### config.mk
export PLATFORM = sky130hd
export DESIGN_NAME = bbbr_top
export DESIGN_NICKNAME = d
export VERILOG_FILES = /design/src/bbbr_pkg.sv /design/src/bbbr_top.sv
export SDC_FILE = /design/constraint.sdc
export NUM_CORES = 1
export LEC_CHECK = 0
export BUFFER_PORTS_ARGS = -buffer_cell sky130_fd_sc_hd__buf_2
export CORE_UTILIZATION = 39
export DETAILED_ROUTE_END_ITERATION = 8
export SYNTH_ARGS = -nofsm -noshare
export SYNTH_HDL_FRONTEND = slang
export SYNTH_SLANG_ARGS = --single-unit
export TNS_END_PERCENT = 30
### constraint.sdc
create_clock -name clock -period 11.5 [get_ports clock]
set_clock_uncertainty 0.15 [all_clocks]
set_input_delay 2.3 -clock clock [delete_from_list [all_inputs] [get_ports clock]]
set_output_delay 2.3 -clock clock [all_outputs]
set_load 0.01 [all_outputs]
### src/bbbr_pkg.sv
// package: register map, field layout, reset values and sampler constants
package bbbr_pkg;

	// ****************************************
	// register offsets
	// ****************************************
	localparam logic [7:0] OFS_BOOST = 8'h02;
	localparam logic [7:0] OFS_BRT_A = 8'h03;
	localparam logic [7:0] OFS_BRT_B = 8'h04;
	localparam logic [7:0] OFS_CUR_A = 8'h05;
	localparam logic [7:0] OFS_CUR_B = 8'h06;

	// ****************************************
	// reset values
	// ****************************************
	localparam logic [6:0] RST_BOOST   = 7'h38;
	localparam logic [7:0] RST_BRT     = 8'h00;
	localparam logic [4:0] RST_CUR     = 5'h1F;
	localparam logic [1:0] RST_CUR_CTL = 2'h0;

	// ****************************************
	// field positions
	// ****************************************
	localparam int OVP_HI    = 6;
	localparam int OVP_LO    = 5;
	localparam int OCP_HI    = 4;
	localparam int OCP_LO    = 3;
	localparam int SLOW_BIT  = 2;
	localparam int SHIFT_BIT = 1;
	localparam int FSEL_BIT  = 0;
	localparam int HYST_BIT  = 7;
	localparam int LB_BIT    = 6;
	localparam int CUR_HI    = 4;

	// ****************************************
	// pwm sampler and serial port constants
	// ****************************************
	localparam logic [1:0] HYST_OFF_CNT = 2'h3;
	localparam logic [1:0] HYST_ON_CNT  = 2'h2;
	localparam logic [7:0] LB_CODE      = 8'h06;
	localparam logic [7:0] LB_MIN       = 8'h02;
	localparam logic [7:0] PWM_WIN_LAST = 8'hFE;
	localparam logic [3:0] BITS_PER_BYTE = 4'h8;

	// ****************************************
	// serial port states
	// ****************************************
	typedef enum logic [2:0] {
		ST_IDLE = 3'b000,
		ST_ADDR = 3'b001,
		ST_AACK = 3'b010,
		ST_RX   = 3'b011,
		ST_RACK = 3'b100,
		ST_TX   = 3'b101,
		ST_TACK = 3'b110
	} bbbr_st_t;

endpackage

### src/bbbr_top.sv
// top: serial register port, boost/bank configuration registers, pwm input sampler
`timescale 1ns/1ps
// Functional notes
// overvoltage limit select in boost_setup bits 6:5, codes give 16/24/32/40 V.
// overcurrent limit select in boost_setup bits 4:3, codes give 0.6/0.8/1/1.2 A.
// bit 0 selects boost frequency, clear 500 kHz, set 1 MHz.
// bit 1 set shifts boost frequency by about ten percent.
// 8-bit brightness per bank at 0x03 and 0x04 drives that bank.
// host must not program brightness below code 04h.
// brightness writes are ignored while sleep status is active.
// hysteresis clear: sampler output changes after three equal code changes.
// hysteresis set: sampler output changes after two equal code changes.
// lower bound clear: codes 2..6 give 6, codes 0..1 give 0.
// lower bound set: sampler may output codes below 6.
// bank A full-scale current in bits 4:0 of 0x05, reset 0x1F.
// bank B full-scale current in bits 4:0 of 0x06.
// sleep status input reflects sleep mode, one while asleep.
// pwm input active low when polarity input is set, else high.
module bbbr_top #(
	parameter logic [6:0] SLAVE_ADDR = 7'h36
) (
	// clock, clock enable and reset
	input  wire logic       clock,
	input  wire logic       rst,
	input  wire logic       ce,
	// serial port pins
	input  wire logic       scl_in,
	input  wire logic       sda_in,
	output logic            sda_out,
	output logic            sda_oe,
	// device state from control logic
	input  wire logic       sleep_status,
	input  wire logic       pwm_active_low,
	// pwm pin
	input  wire logic       pwm_in,
	// boost settings
	output logic [1:0]      overvoltage_limit_sel,
	output logic [1:0]      overcurrent_limit_sel,
	output logic            switch_freq_sel,
	output logic            freq_offset_en,
	output logic            slow_start_en,
	// bank settings
	output logic [7:0]      bank_a_brightness,
	output logic [7:0]      bank_b_brightness,
	output logic [4:0]      bank_a_current,
	output logic [4:0]      bank_b_current,
	// sampler result
	output logic [7:0]      pwm_code
);

	// ****************************************
	// parameter check
	// ****************************************
	generate
		if (SLAVE_ADDR[6:3] == 4'h0 || SLAVE_ADDR[6:3] == 4'hF) begin : g_bad_addr
			$error("slave address lies in a reserved range");
		end
	endgenerate

	// ****************************************
	// pin synchronisers and filters
	// ****************************************
	logic [2:0] s_scl_reg, s_sda_reg, s_pwm_reg;
	logic       f_scl_reg, f_sda_reg, f_pwm_reg, p_scl_reg, p_sda_reg;
	logic       f_scl_next, f_sda_next, f_pwm_next;

	// a change counts only once the second and third stages agree
	always_comb begin
		f_scl_next = (s_scl_reg[1] == s_scl_reg[2]) ? s_scl_reg[2] : f_scl_reg;
		f_sda_next = (s_sda_reg[1] == s_sda_reg[2]) ? s_sda_reg[2] : f_sda_reg;
		f_pwm_next = (s_pwm_reg[1] == s_pwm_reg[2]) ? s_pwm_reg[2] : f_pwm_reg;
	end

	always_ff @(posedge clock or posedge rst) begin
		if (rst) begin
			s_scl_reg <= 3'h7;
			s_sda_reg <= 3'h7;
			s_pwm_reg <= 3'h0;
			f_scl_reg <= 1'b1;
			f_sda_reg <= 1'b1;
			f_pwm_reg <= 1'b0;
			p_scl_reg <= 1'b1;
			p_sda_reg <= 1'b1;
		end else if (ce) begin
			s_scl_reg <= {s_scl_reg[1:0], scl_in};
			s_sda_reg <= {s_sda_reg[1:0], sda_in};
			s_pwm_reg <= {s_pwm_reg[1:0], pwm_in};
			f_scl_reg <= f_scl_next;
			f_sda_reg <= f_sda_next;
			f_pwm_reg <= f_pwm_next;
			p_scl_reg <= f_scl_reg;
			p_sda_reg <= f_sda_reg;
		end
	end

	logic scl_rise, scl_fall, start_cond, stop_cond;
	assign scl_rise   = f_scl_reg & ~p_scl_reg;
	assign scl_fall   = ~f_scl_reg & p_scl_reg;
	assign start_cond = f_scl_reg & p_scl_reg & p_sda_reg & ~f_sda_reg;
	assign stop_cond  = f_scl_reg & p_scl_reg & ~p_sda_reg & f_sda_reg;

	// ****************************************
	// registers
	// ****************************************
	logic [6:0] boost_reg, boost_next;
	logic [7:0] brt_a_reg, brt_a_next, brt_b_reg, brt_b_next;
	logic [1:0] cur_a_ctl_reg, cur_a_ctl_next;
	logic [4:0] cur_a_reg, cur_a_next, cur_b_reg, cur_b_next;
	logic [7:0] ptr_reg, ptr_next, sh_reg, sh_next, rd_byte;
	logic       wr_en;

	always_comb begin
		case (ptr_reg)
			bbbr_pkg::OFS_BOOST: rd_byte = {1'b0, boost_reg};
			bbbr_pkg::OFS_BRT_A: rd_byte = brt_a_reg;
			bbbr_pkg::OFS_BRT_B: rd_byte = brt_b_reg;
			bbbr_pkg::OFS_CUR_A: rd_byte = {cur_a_ctl_reg, 1'b0, cur_a_reg};
			bbbr_pkg::OFS_CUR_B: rd_byte = {3'h0, cur_b_reg};
			default:             rd_byte = 8'h00;
		endcase
	end

	// reserved bits are dropped on write and read back as zero
	always_comb begin
		boost_next     = boost_reg;
		brt_a_next     = brt_a_reg;
		brt_b_next     = brt_b_reg;
		cur_a_ctl_next = cur_a_ctl_reg;
		cur_a_next     = cur_a_reg;
		cur_b_next     = cur_b_reg;
		if (wr_en) begin
			case (ptr_reg)
				bbbr_pkg::OFS_BOOST: boost_next = sh_reg[6:0];
				bbbr_pkg::OFS_BRT_A: begin
					if (!sleep_status) begin
						brt_a_next = sh_reg;
					end
				end
				bbbr_pkg::OFS_BRT_B: begin
					if (!sleep_status) begin
						brt_b_next = sh_reg;
					end
				end
				bbbr_pkg::OFS_CUR_A: begin
					cur_a_ctl_next = sh_reg[bbbr_pkg::HYST_BIT:bbbr_pkg::LB_BIT];
					cur_a_next     = sh_reg[bbbr_pkg::CUR_HI:0];
				end
				bbbr_pkg::OFS_CUR_B: cur_b_next = sh_reg[bbbr_pkg::CUR_HI:0];
				default: ;
			endcase
		end
	end

	always_ff @(posedge clock or posedge rst) begin
		if (rst) begin
			boost_reg     <= bbbr_pkg::RST_BOOST;
			brt_a_reg     <= bbbr_pkg::RST_BRT;
			brt_b_reg     <= bbbr_pkg::RST_BRT;
			cur_a_ctl_reg <= bbbr_pkg::RST_CUR_CTL;
			cur_a_reg     <= bbbr_pkg::RST_CUR;
			cur_b_reg     <= bbbr_pkg::RST_CUR;
		end else if (ce) begin
			boost_reg     <= boost_next;
			brt_a_reg     <= brt_a_next;
			brt_b_reg     <= brt_b_next;
			cur_a_ctl_reg <= cur_a_ctl_next;
			cur_a_reg     <= cur_a_next;
			cur_b_reg     <= cur_b_next;
		end
	end

	// ****************************************
	// serial port slave
	// ****************************************
	bbbr_pkg::bbbr_st_t st_reg, st_next;
	logic [3:0] cnt_reg, cnt_next;
	logic       ptr_ok_reg, ptr_ok_next, rw_reg, rw_next, oe_reg, oe_next;

	always_comb begin
		st_next     = st_reg;
		cnt_next    = cnt_reg;
		sh_next     = sh_reg;
		ptr_next    = ptr_reg;
		ptr_ok_next = ptr_ok_reg;
		rw_next     = rw_reg;
		oe_next     = oe_reg;
		wr_en       = 1'b0;
		if (start_cond) begin
			st_next     = bbbr_pkg::ST_ADDR;
			cnt_next    = 4'h0;
			ptr_ok_next = 1'b0;
			oe_next     = 1'b0;
		end else if (stop_cond) begin
			st_next = bbbr_pkg::ST_IDLE;
			oe_next = 1'b0;
		end else begin
			case (st_reg)
				bbbr_pkg::ST_ADDR, bbbr_pkg::ST_RX: begin
					if (scl_rise) begin
						sh_next  = {sh_reg[6:0], f_sda_reg};
						cnt_next = cnt_reg + 4'h1;
					end else if (scl_fall && cnt_reg == bbbr_pkg::BITS_PER_BYTE) begin
						if (st_reg == bbbr_pkg::ST_RX) begin
							oe_next = 1'b1;
							st_next = bbbr_pkg::ST_RACK;
							if (ptr_ok_reg) begin
								wr_en    = 1'b1;
								ptr_next = ptr_reg + 8'h01;
							end else begin
								ptr_next    = sh_reg;
								ptr_ok_next = 1'b1;
							end
						end else if (sh_reg[7:1] == SLAVE_ADDR) begin
							oe_next = 1'b1;
							rw_next = sh_reg[0];
							st_next = bbbr_pkg::ST_AACK;
						end else begin
							st_next = bbbr_pkg::ST_IDLE;
						end
					end
				end
				bbbr_pkg::ST_AACK, bbbr_pkg::ST_RACK: begin
					if (scl_fall) begin
						cnt_next = 4'h0;
						if (st_reg == bbbr_pkg::ST_AACK && rw_reg) begin
							sh_next = rd_byte;
							oe_next = ~rd_byte[7];
							st_next = bbbr_pkg::ST_TX;
						end else begin
							oe_next = 1'b0;
							st_next = bbbr_pkg::ST_RX;
						end
					end
				end
				bbbr_pkg::ST_TX: begin
					if (scl_rise) begin
						cnt_next = cnt_reg + 4'h1;
					end else if (scl_fall) begin
						if (cnt_reg == bbbr_pkg::BITS_PER_BYTE) begin
							oe_next = 1'b0;
							st_next = bbbr_pkg::ST_TACK;
						end else begin
							sh_next = {sh_reg[6:0], 1'b0};
							oe_next = ~sh_reg[6];
						end
					end
				end
				bbbr_pkg::ST_TACK: begin
					// master nack ends the read; ack moves to the next register
					if (scl_rise) begin
						if (f_sda_reg) begin
							st_next = bbbr_pkg::ST_IDLE;
						end else begin
							ptr_next = ptr_reg + 8'h01;
						end
					end else if (scl_fall) begin
						cnt_next = 4'h0;
						sh_next  = rd_byte;
						oe_next  = ~rd_byte[7];
						st_next  = bbbr_pkg::ST_TX;
					end
				end
				default: st_next = bbbr_pkg::ST_IDLE;
			endcase
		end
	end

	always_ff @(posedge clock or posedge rst) begin
		if (rst) begin
			st_reg     <= bbbr_pkg::ST_IDLE;
			cnt_reg    <= 4'h0;
			sh_reg     <= 8'h00;
			ptr_reg    <= 8'h00;
			ptr_ok_reg <= 1'b0;
			rw_reg     <= 1'b0;
			oe_reg     <= 1'b0;
		end else if (ce) begin
			st_reg     <= st_next;
			cnt_reg    <= cnt_next;
			sh_reg     <= sh_next;
			ptr_reg    <= ptr_next;
			ptr_ok_reg <= ptr_ok_next;
			rw_reg     <= rw_next;
			oe_reg     <= oe_next;
		end
	end

	// ****************************************
	// pwm sampler
	// ****************************************
	logic [7:0] win_reg, win_next, hi_reg, hi_next, cand_reg, cand_next, code_reg, code_next;
	logic [7:0] eq_code, mapped;
	logic [1:0] cc_reg, cc_next, need;
	logic       act;

	// duty is measured over a fixed window; resolution traded for no divider
	always_comb begin
		act       = f_pwm_reg ^ pwm_active_low;
		win_next  = win_reg + 8'h01;
		hi_next   = hi_reg + {7'h00, act};
		cand_next = cand_reg;
		cc_next   = cc_reg;
		code_next = code_reg;
		eq_code   = hi_reg + {7'h00, act};
		need      = cur_a_ctl_reg[1] ? bbbr_pkg::HYST_ON_CNT : bbbr_pkg::HYST_OFF_CNT;
		if (cur_a_ctl_reg[0]) begin
			mapped = eq_code;
		end else if (eq_code < bbbr_pkg::LB_MIN) begin
			mapped = 8'h00;
		end else if (eq_code <= bbbr_pkg::LB_CODE) begin
			mapped = bbbr_pkg::LB_CODE;
		end else begin
			mapped = eq_code;
		end
		if (win_reg == bbbr_pkg::PWM_WIN_LAST) begin
			win_next = 8'h00;
			hi_next  = 8'h00;
			if (mapped == code_reg) begin
				cc_next = 2'h0;
			end else if (mapped == cand_reg && cc_reg != 2'h0) begin
				cc_next = (cc_reg == 2'h3) ? 2'h3 : cc_reg + 2'h1;
			end else begin
				cand_next = mapped;
				cc_next   = 2'h1;
			end
			if (cc_next >= need) begin
				code_next = mapped;
				cc_next   = 2'h0;
			end
		end
	end

	always_ff @(posedge clock or posedge rst) begin
		if (rst) begin
			win_reg  <= 8'h00;
			hi_reg   <= 8'h00;
			cand_reg <= 8'h00;
			cc_reg   <= 2'h0;
			code_reg <= 8'h00;
		end else if (ce) begin
			win_reg  <= win_next;
			hi_reg   <= hi_next;
			cand_reg <= cand_next;
			cc_reg   <= cc_next;
			code_reg <= code_next;
		end
	end

	// ****************************************
	// outputs
	// ****************************************
	assign sda_out               = 1'b0;
	assign sda_oe                = oe_reg;
	assign overvoltage_limit_sel = boost_reg[bbbr_pkg::OVP_HI:bbbr_pkg::OVP_LO];
	assign overcurrent_limit_sel = boost_reg[bbbr_pkg::OCP_HI:bbbr_pkg::OCP_LO];
	assign slow_start_en         = boost_reg[bbbr_pkg::SLOW_BIT];
	assign freq_offset_en        = boost_reg[bbbr_pkg::SHIFT_BIT];
	assign switch_freq_sel       = boost_reg[bbbr_pkg::FSEL_BIT];
	assign bank_a_brightness     = brt_a_reg;
	assign bank_b_brightness     = brt_b_reg;
	assign bank_a_current        = cur_a_reg;
	assign bank_b_current        = cur_b_reg;
	assign pwm_code              = code_reg;

endmodule

[Word-level counts from Yosys, hierarchy flattened]
Index checks and enable logic that the tools add are counted.
Operators by class
  reductions and logical operators: 32
  mux-type cells: 76
  $lt $le $gt $ge: 3
  bitwise gates (word level): 21
  add/subtract/negate cells: 5
  equality and inequality tests: 48
Operators with widths (number)
  $mux W8: 19
  $pmux W8 S5: 1
  $mux W3: 13
  $ne A4 B4 Y1 const B: 8
  $pmux W8 S4: 1
  $ne A2 B2 Y1 const B: 14
  $mux W1: 27
  $eq A8 B3 Y1 const B: 3
  $mux W4: 5
  $reduce_and A9 Y1: 2
  $add A8 B1 Y8 const B: 2
  $eq A8 B2 Y1 const B: 2
  $eq A8 B8 Y1: 2
  $pmux W8 S2: 1
  $ne A5 B5 Y1 const B: 3
  $not A1 Y1: 13
  $mux W2: 6
  $pmux W3 S4: 1
  $pmux W4 S3: 1
  $reduce_and A12 Y1: 1
  $reduce_and A3 Y1: 4
  $reduce_and A4 Y1: 3
  $reduce_and A10 Y1: 1
  $reduce_bool A2 Y1: 5
  other kinds (29): 47
Storage, ports and cells
  input port bits: 8
  word-level logic and storage cells: 211
  register bits: 109

[Depth between registers and ports, before layout]
Gate-level depths: netlist (run 1).
  word-level depth: 13
  mapped depth: 16
  gate-level depth less buffers: 14

[Worst setup path after synthesis (run 1)]
Ideal clock, no wire load.
  path kind: input to register
  start point: input pwm_active_low
  end point: register code_reg[0] (netlist: pwm_code[0])
  cell stages on the path: 15
  data required time: 11.225 ns
  library setup time: 0.125 ns
  arrival time: 5.732 ns
  path slack: 5.493 ns
  cells stage by stage: xor2_1 > ha_1 > clkbuf_1 > nand4_1 > xnor2_1 > a2111oi_2 > nand2_2 > a2111oi_2 > o2111ai_1 > o21ai_0 > ha_1 > inv_1 > nand2_1 > nor4b_4 > mux2_2
Between the ends
  word-level cells in the longest chain between the ends: 13
  elaborated cells on any way between the ends: 15
  those cells by class: 1 x add/sub; 3 x order compare; 2 x eq/ne; 6 x mux; 1 x bitwise; 2 x reduce/logical
Ends and longest elaborated chain
  start, declared: RTL line bbbr_top.sv:33  | input wire logic pwm_active_low,
  $xor A1 B1 Y1 *: RTL line bbbr_top.sv:298  | act = f_pwm_reg ^ pwm_active_low;
  $add A8 B1 Y8 *: RTL line bbbr_top.sv:304  | eq_code = hi_reg + {7'h00, act};
  $le A8 B3 Y1: RTL line bbbr_top.sv:310  | end else if (eq_code <= bbbr_pkg::LB_CODE) begin
  $mux W8: RTL line bbbr_top.sv:310
  $mux W8: RTL line bbbr_top.sv:308  | end else if (eq_code < bbbr_pkg::LB_MIN) begin
  $mux W8 *: RTL line bbbr_top.sv:306  | if (cur_a_ctl_reg[0]) begin
  $eq A8 B8 Y1: RTL line bbbr_top.sv:320  | end else if (mapped == cand_reg && cc_reg != 2'h0) begin
  $logic_and A1 B1 Y1: RTL line bbbr_top.sv:320
  $mux W2: RTL line bbbr_top.sv:320
  $mux W2: RTL line bbbr_top.sv:318  | if (mapped == code_reg) begin
  $mux W2: RTL line bbbr_top.sv:315  | if (win_reg == bbbr_pkg::PWM_WIN_LAST) begin
  $ge A2 B2 Y1: RTL line bbbr_top.sv:326  | if (cc_next >= need) begin
  $reduce_and A3 Y1 (no line)
  end signal, assigned: RTL line bbbr_top.sv:345  | code_reg <= code_next;
  end, declared: RTL line bbbr_top.sv:291  | logic [7:0] win_reg, win_next, hi_reg, hi_next, cand_reg, cand_next, code_reg, code_next;
Every way passes the cells marked *; elsewhere a longest branch is shown, timed or not. The select of a mux whose other input is x is not followed.
A chain may end at the register's enable or synchronous reset.

[Worst setup path after layout (run 1)]
  start point: input pwm_active_low
  end point: register code_reg[2] (netlist: pwm_code[2])
Same word-level chain as after synthesis.

==> out/results.tsv, run 1 <==
metric	value	unit
hold_path_end	s_sda_reg[2]$_DFFE_PP1P_	
tns	0	ns
hp-class	reg2reg	
drt_pass1_iterations	5	
gr-total-overflow	0	
clock-sinks	109	
setup_viol	0	
vdd_ir_drop_max	0.0934	mV
yosys.area.top_type	dfrtp_1	
avgSynthCellArea	9.62	um2
ctsHoldBuffers	0	
cp-end-kind	register	
detail-route-antenna-nets	0	
n_fill_cell	1475	
r2r-end	pwm_code[2]$_DFFE_PP0P_	
r2r_slack	6.55	ns
worstRegToRegCells	14	
diodes	0	
drive_above_1_share	0.240	
wl_met1	6780	um
synth_adder_area_share	0.0283	
fin_crit_sh	0.571	
ctsResizeCount	0	
grt_pass1_vias	4934	
yosysTopAreaCellShare	0.347	
relSlewSlack	0.396	
dieArea	16400	um2
antenna_found_initial	0	
worst_pin_slew	0.905	ns
cts_buffer_depth	2	
synth_simple_gate_area_frac	0.158	
numCtsBuffers	9	
dr_wl_met3	575	um
area_growth	11.9	%
whs_path_depth	2	
met2WireLength	7020	um
slew_viol_final	0	
rows	45	
synth_area_leaders	dfrtp_1 (35%), mux2_2 (11%), dfstp_2 (9.8%)	
min_period	6.57	ns
synth_edf_count	0	
synth.net_count	666	
grt_pass1_wl	24700	um
wirelength	14800	um
startpoint	pwm_active_low	
r2r-start	f_pwm_reg$_DFFE_PP0P_	
start_kind	primary input	
port_buffers	49	
p_per_area	175	nW/um2
dpl.hpwl	10500	um
io_pins	51	
power_leakage	2.99	nW
async_flop_share	1.00	
yosysSeqAreaShare	0.445	
synth_compound_area_frac	0.183	
yosysWarnings	0	
outcome	finished, final reports clean	
vias	5124	
h-tree-depth	3	
vias_per_cell	5.74	
postCtsSetupBuffers	0	
post-route-util	0.451	
die_w	128	um
cts_tree	done	
muxShareOfSynthArea	0.109	
routabilityCongestion	0.868	
clockRootBuffer	clkbuf_16	
syn-cell-area	6200	um2
start_util	0.403	
crit_type	in2reg	
grt.total_usage	0.190	
cp_max_fo	16	
synth-seq-cells	109	
final_nets	699	
cp_data_required_time	11.59	ns
grt_max_degree	73	
fp.dieH	128	um
cts.clk_slew.worst_paths	0.07	ns
hp-start	s_sda_reg[2]$_DFFE_PP1P_	
top_layer	met4	
wl_per_cell	16.6	um
rsz0062_at_grt	false	
clk_latency	0.36	ns
cp_data_arrival_time	6.66	ns
synth_top_family_by_area	compound AO/OA/AOI/OAI gates	
drc	0	
synth-xor-area-share	0.0361	
hold_viol_final	0	
synth_flop_cell	dfrtp_1	
cap_violations	0	
max_freq	152	MHz
drtIter0Drc	401	
synth_cells	644	
core	15400	um2
synthDistinctLibCells	66	
[Yosys cell counts, types with 3 or more instances]
cell type and instances:
o211ai_1 4, inv_1 29, o221ai_1 4, nor2_1 34, ha_1 14, nand2b_1 5, mux2_2 59, and2_1 4
or3_1 3, dfstp_2 23, nand4_1 8, a31oi_1 11, a22oi_1 8, a21oi_1 33, xnor2_1 16, buf_1 3
clkbuf_1 27, nor3_1 12, a211oi_1 3, and3_1 6, nand3_1 22, xor2_1 7, o22ai_1 4, dfrtp_1 86
a222oi_1 7, a221oi_1 3, nor4b_1 3, nand2_1 70, or2_2 3, o31ai_1 12, nor2b_1 11, o21ai_0 65
nor3b_1 3
[routing by layer]
layer | up-vias | track usage
li1 | 2418 | -
met2 | 157 | 0.310
met3 | 29 | 0.0338
met5 | - | 0
met1 | 2520 | 0.246
met4 | 0 | 0.0893
[layout by cell type, fill, tap and decap left out, drive strengths merged, types with 10 or more instances in the layout]
cell type	instances
a21oi	33
ha	14
o21ai	66
a31oi	11
dfstp	23
clkbuf	10
nand3	22
o31ai	13
buf	55
nand2	71
dfrtp	86
nor2	34
mux2	59
nor3	12
xnor2	16
nor2b	11
inv	32
[how the worst max path moves through the flow]
stage / end / slack [ns] / depth (start not counted)
2_1_floorplan: pwm_code[0]$_DFFE_PP0P_ / 5.49 / 15
3_3_place_gp: pwm_code[3]$_DFFE_PP0P_ / 4.72 / 15
3_5_place_dp: pwm_code[2]$_DFFE_PP0P_ / 4.56 / 15
4_1_cts: pwm_code[2]$_DFFE_PP0P_ / 4.94 / 15
5_1_grt: pwm_code[5]$_DFFE_PP0P_ / 4.54 / 15
6_report: pwm_code[2]$_DFFE_PP0P_ / 4.93 / 15
[metrics by stage]
stage / worst slack, ns / instances / total power, W / hold WS, ns / area (um2)
after floorplan: 5.49 / 644 / 0.000788 / 0.305 / 6200
after global placement: 4.72 / 877 / 0.000873 / 0.317 / 6620
after detailed placement: 4.56 / 877 / 0.000885 / 0.331 / 6620
after CTS: 4.94 / 893 / 0.00122 / 0.345 / 6930
after global routing: 4.54 / 893 / 0.00129 / 0.359 / 6930
final: 4.93 / 893 / 0.00121 / 0.336 / 6930
[final cells by class]
type | instances | area, um2 | share of cell area
Clock buffer | 10 | 239 | 0.0345
Sequential cell | 109 | 2760 | 0.398
Clock inverter | 6 | 77.6 | 0.0112
Inverter | 29 | 111 | 0.0161
Multi-Input combinational cell | 473 | 3200 | 0.461
Timing Repair Buffer | 55 | 290 | 0.0419
Tap cell | 211 | 264 | 0.0381
[power by group]
group,switching [W],total (W),internal [W]
clock network,0.000151,0.000331,0.000179
registers,0.000101,0.000543,0.000441
logic,0.000205,0.000339,0.000134
total,0.000457,0.00121,0.000755
[cells by family after synthesis]
logic type	Yosys count
AND/OR/NAND/NOR	197
other	1
adder cells (fa/ha/maj)	14
AO/OA/AOI/OAI	177
XOR/XNOR	24
multiplexers	60
buffers and inverters	62
flip-flops	109
[worst max-delay path, cell delays in order]
cell       delay, ns
buf_2           0.10
xor2_1          0.24
ha_1            0.57
nand3_1         0.22
xnor2_1         0.24
a2111oi_2       0.65
nand2_2         0.19
a2111oi_2       0.42
o2111ai_1       0.27
o21ai_0         0.23
ha_1            0.14
inv_1           0.04
nand2_1         0.08
nor4b_4         0.54
mux2_2          0.41
(Power assumes the default switching activity.)
==> inputs of run 2 (changes only) <==
Clock period 11.5 ns to 5.4 ns, I/O delays scaled along.
==> run 2 against run 1 <==
Non-clock buffer count rose by 6; clock power rose by 110%; via count fell by 0.47%; first-iteration DRC count fell by 20%; critical path type unchanged; highest routed layer unchanged.
==> out/results.tsv, run 2 (synthesized netlist as in run 1, its figures left out) <==
metric	value	unit	change
cp-end-kind	register		
p_per_area	371	nW/um2	+110%
core	15400	um2	unchanged
clockRootBuffer	clkbuf_16		
crit_type	in2reg		
io_pins	51		unchanged
pre_cts_ws	0.280	ns	-4.28 ns
dpl.hpwl	10700	um	+2.2%
hold_path_end	s_sda_reg[2]$_DFFE_PP1P_		
rsz0062_at_grt	false		
antenna_found_initial	0		unchanged
numCtsBuffers	9		unchanged
detail-route-antenna-nets	0		unchanged
drive_above_1_share	0.247		+0.00662
outcome	finished, final reports clean		
cp_max_fo	8		-8
r2r-start	f_pwm_reg$_DFFE_PP0P_		
fp.dieH	128	um	unchanged
start_util	0.403		unchanged
routabilityCongestion	0.868		about the same
switchingPower	0.00102	W	+120%
h-tree-depth	3		unchanged
final_nets	705		+0.86%
cts_tree	done		
whs_path_depth	2		unchanged
wl_per_cell	16.9	um	+1.6%
grt.total_usage	0.197		+0.00696
met1_usage	0.257		+0.0119
drt_pass1_iterations	6		+1
drtIter0Drc	320		-20%
postCtsSetupBuffers	0		unchanged
hp-class	reg2reg		
n_fill_cell	1476		+0.068%
slew_viol_final	0		unchanged
grt.met3_usage	0.0384		+0.00459
drc	0		unchanged
power_frac_comb	0.283		+0.003
clk_latency	0.37	ns	about the same
power_frac_clock	0.269		-0.004
grt_pass1_wl	25500	um	+3.1%
die_w	128	um	unchanged
cap_violations	0		unchanged
grt_max_degree	82		+12%
setup_viol	0		unchanged
seqPwrFrac	0.448		about the same
port_buffers	49		unchanged
layout.cells.most_common_list	dfrtp_1 (86), nand2_1 (70), o21ai_0 (65)		
power_leakage	3.02	nW	+0.95%
worstRegToRegCells	15		+1
max_freq	212	MHz	
diodes	0		unchanged
vias	5100		-0.47%
clock-sinks	109		unchanged
cts_buffer_depth	2		unchanged
start_kind	primary input		
setup_ws	0.691	ns	-4.24 ns
dieArea	16400	um2	unchanged
hold_viol_final	0		unchanged
wirelength	15200	um	+2.3%
cp_data_required_time	5.51	ns	-6.08 ns
fin_crit_sh	0.872		
r2r-end	pwm_code[0]$_DFFE_PP0P_		
vdd_ir_drop_max	0.186	mV	+100%
relSlewSlack	0.309		-0.0875
ctsHoldBuffers	0		unchanged
worst_pin_slew	1.04	ns	+0.131 ns
cp_data_arrival_time	4.82	ns	-1.84 ns
gr-total-overflow	0		unchanged
vias_per_cell	5.67		-1.1%
grt.met2_usage	0.330		+0.0198
layout_commonest_cell	dfrtp_1		
ctsResizeCount	0		unchanged
cts.clk_slew.worst_paths	0.08	ns	about the same
timing.hold.ws	0.333	ns	-0.00244 ns
min_period	4.71	ns	
switching_share	0.393		+0.0159
grt_pass1_vias	4932		-0.041%
grt.busiest_layer	met2		
p_total	0.00259	W	+110%
tns	0	ns	unchanged
p_int	0.00157	W	+110%
area_growth	12.5	%	
hp-start	s_sda_reg[2]$_DFFE_PP1P_		
rows	45		unchanged
r2r_slack	1.07	ns	-5.48 ns
==> run 2: final cells by class <==
class	count	area, um2	share of cell area
Clock inverter	7	86.3	0.0124
Timing Repair Buffer	61	335	0.0481
Multi-Input combinational cell	473	3200	0.458
Sequential cell	109	2760	0.395
Inverter	29	111	0.0160
Tap cell	211	264	0.0379
Clock buffer	9	225	0.0323
==> run 2: per-layer routing <==
layer  up-vias  part of all wire
met5         -                 0
met2       161              0.49
li1       2429                 -
met3        17             0.052
met1      2493              0.45
met4         0             0.015
==> run 2: critical path, cell delays in order <==
cell,delay [ns]
buf_2,0.10
xor2_1,0.23
ha_1,0.29
nand3_1,0.16
xnor2_1,0.26
a2111oi_2,0.61
nand2_2,0.17
a2111oi_2,0.39
o2111ai_1,0.27
o21ai_0,0.22
ha_1,0.14
inv_1,0.04
nand2_1,0.08
nor4b_4,0.21
buf_4,0.22
mux2_2,0.35
==> run 2: metrics by stage <==
stage,cell area [um2],util,instances
2_1_floorplan,6200,-,644
3_3_place_gp,6660,0.433,883
3_5_place_dp,6660,0.433,883
4_1_cts,6970,0.454,899
5_1_grt,6970,0.454,899
6_report,6970,0.454,899
==> run 2: worst max path at each step <==
stage	startpoint	endpoint	slack (ns)	cells after the start
3_3_place_gp	pwm_active_low	pwm_code[3]$_DFFE_PP0P_	0.33	16
3_5_place_dp	pwm_active_low	pwm_code[0]$_DFFE_PP0P_	0.28	16
4_1_cts	pwm_active_low	pwm_code[0]$_DFFE_PP0P_	0.66	16
6_report	pwm_active_low	pwm_code[0]$_DFFE_PP0P_	0.69	16
2_1_floorplan	pwm_active_low	pwm_code[0]$_DFFE_PP0P_	0.61	15
5_1_grt	pwm_active_low	pwm_code[0]$_DFFE_PP0P_	0.35	16
==> run 2: power groups by stage <==
stage	Clock [W]	Combinational, W	Sequential (W)
after floorplan	0	0.000627	0.00105
after global placement	0	0.000717	0.00117
after detailed placement	0	0.000730	0.00117
after CTS	0.000716	0.000732	0.00115
after global routing	0.000750	0.000832	0.00119
final	0.000697	0.000731	0.00116
==> inputs of run 3 (changes only) <==
Settings changed: CELL_PAD_IN_SITES_DETAIL_PLACEMENT set to 1, CELL_PAD_IN_SITES_GLOBAL_PLACEMENT set to 2, CORE_UTILIZATION 39 to 35, PLACE_DENSITY_LB_ADDON set to 0.1, SLEW_MARGIN set to 10.
==> run 3 against run 2 <==
Setup slack worse by 0.34 ns; first-iteration DRC count down 22%; register-to-register slack worse by 0.34 ns; count of clock-buffer cells in the layout grew 2; final cell count up 1.3%; global-route usage up 0.94 points; critical endpoint is now pwm_code[3]$_DFFE_PP0P_; largest cell class unchanged; core utilization is 5.0 points lower; critical path depth unchanged; highest routed layer unchanged; final area about the same; sequential power hardly changed; non-clock buffer count decreased by 2; die area up 11%.
==> out/results.tsv, run 3 (synthesized netlist as in run 1, its figures left out) <==
metric	value	unit	change
drc	0		unchanged
dieArea	18200	um2	+11%
vias_per_cell	5.66		-0.25%
dpl.hpwl	12800	um	+20%
switching_share	0.387		-0.00617
p_per_area	377	nW/um2	+1.7%
wl_per_cell	19.5	um	+16%
cp_data_arrival_time	5.15	ns	+0.33 ns
antenna_found_initial	0		unchanged
max_freq	198	MHz	-6.8%
h-tree-depth	3		unchanged
p_int	0.00161	W	+2.8%
setup_ws	0.347	ns	-0.344 ns
gr-total-overflow	0		unchanged
vdd_ir_drop_max	0.168	mV	-10%
start_kind	primary input		
layout_commonest_cell	dfrtp_1		
drt_pass1_iterations	4		-2
power_frac_clock	0.270		about the same
min_period	5.05	ns	+0.344 ns
cp_data_required_time	5.50	ns	about the same
clockRootBuffer	clkbuf_16		
wirelength	17800	um	+17%
area_growth	12.6	%	about the same
rows	48		+6.7%
clock-sinks	109		unchanged
ctsHoldBuffers	0		unchanged
tns	0	ns	unchanged
port_buffers	49		unchanged
power_frac_comb	0.287		+0.004
cts.clk_slew.worst_paths	0.08	ns	about the same
layout.cells.most_common_list	dfrtp_1 (86), nand2_1 (70), o21ai_0 (65)		
grt_max_degree	72		-12%
power_leakage	3.01	nW	-0.42%
detail-route-antenna-nets	0		unchanged
drive_above_1_share	0.245		-0.00220
clk_latency	0.36	ns	about the same
outcome	finished, final reports clean		
setup_viol	0		unchanged
pre_cts_ws	0.0000253	ns	-0.280 ns
crit_type	in2reg		
fp.dieH	135	um	+5.5%
drtIter0Drc	251		-22%
seqPwrFrac	0.443		-0.005
hp-class	reg2reg		
io_pins	51		unchanged
cts_tree	done		
grt_pass1_vias	5357		+8.6%
timing.hold.ws	0.336	ns	+0.00283 ns
routabilityCongestion	0.847		-2.5%
cap_violations	0		unchanged
vias	5155		+1.1%
worst_pin_slew	1.00	ns	-0.0320 ns
slew_viol_final	0		unchanged
diodes	0		unchanged
grt_pass1_wl	29200	um	+15%
switchingPower	0.00102	W	+0.17%
rsz0062_at_grt	false		
hold_viol_final	0		unchanged
ctsResizeCount	0		unchanged
die_w	135	um	+5.5%
cts_buffer_depth	2		unchanged
cp_max_fo	15		+7
core	17300	um2	+13%
final_nets	703		-0.28%
fin_crit_sh	0.936		+0.0637
start_util	0.358		-0.0449
relSlewSlack	0.329		+0.0201
grt.total_usage	0.206		+0.00939
numCtsBuffers	9		unchanged
postCtsSetupBuffers	0		unchanged
cp-end-kind	register		
==> run 3: cell types whose count changed in the layout (fill, tap and decap cells not counted) <==
cell	before	now
inv_12	1	0
a211oi_1	3	2
bufinv_16	0	1
clkinvlp_4	0	1
buf_4	12	10
clkbuf_1	0	1
a211oi_2	0	1
clkinv_8	2	0
clkbuf_8	0	1
inv_6	2	1
==> run 3: area by class of cell <==
| type | instances | area [um2] |
|---|---|---|
| Multi-Input combinational cell | 473 | 3200 |
| Inverter | 29 | 111 |
| Sequential cell | 109 | 2760 |
| Fill cell | 2028 | 10300 |
| Tap cell | 225 | 282 |
| Clock buffer | 11 | 243 |
| Timing Repair Buffer | 59 | 320 |
| Clock inverter | 5 | 66.3 |
==> run 3: worst max-delay path, cell delays in order <==
cell,delay [ns]
buf_2,0.10
xor2_1,0.24
ha_1,0.23
buf_4,0.21
xnor2_1,0.14
nand4_1,0.18
a2111oi_2,0.60
nand2_2,0.18
a2111oi_2,0.43
o2111ai_1,0.29
o21ai_0,0.24
ha_1,0.15
inv_1,0.05
nand2_1,0.09
nor4b_4,0.53
mux2_2,0.41
==> run 3: worst paths after layout <==
path | startpoint | end | slack, ns | cells past startpoint
min | s_scl_reg[2]$_DFFE_PP1P_ | s_scl_reg[2]$_DFFE_PP1P_ | 0.34 | 2
min reg2reg | s_scl_reg[2]$_DFFE_PP1P_ | s_scl_reg[2]$_DFFE_PP1P_ | 0.34 | 2
min in group asynchronous | rst | cnt_reg[2]$_DFFE_PP0P_ | 0.77 | 2
max reg2reg | f_pwm_reg$_DFFE_PP0P_ | pwm_code[3]$_DFFE_PP0P_ | 0.73 | 15
max | pwm_active_low | pwm_code[3]$_DFFE_PP0P_ | 0.35 | 16
max in group asynchronous | rst | bank_b_current[4]$_DFFE_PP1P_ | 3.24 | 3
==> run 3: power by group through the flow <==
stage | clock, W | sequential, W | combinational [W]
CTS | 0.000736 | 0.00117 | 0.000762
floorplan | 0 | 0.00105 | 0.000627
detailed placement | 0 | 0.00118 | 0.000758
global placement | 0 | 0.00117 | 0.000735
finish | 0.000710 | 0.00117 | 0.000756
global route | 0.000759 | 0.00120 | 0.000846
==> run 3: layer usage <==
metal  global-route usage  wire length [um]  vias up
met5                    0                 0        -
met4               0.0861               381        0
met3               0.0214               403       24
met2                0.350              8760       81
met1                0.268              8240     2626
li1                     -                 -     2424
==> run 3: stage by stage <==
step	instance area [um2]	util	std cells	total power (W)
floorplan	6200	-	644	0.00168
global placement	6670	0.386	895	0.00191
detailed placement	6670	0.386	895	0.00194
CTS	6980	0.404	911	0.00266
global route	6980	0.404	911	0.00280
finish	6980	0.404	911	0.00263
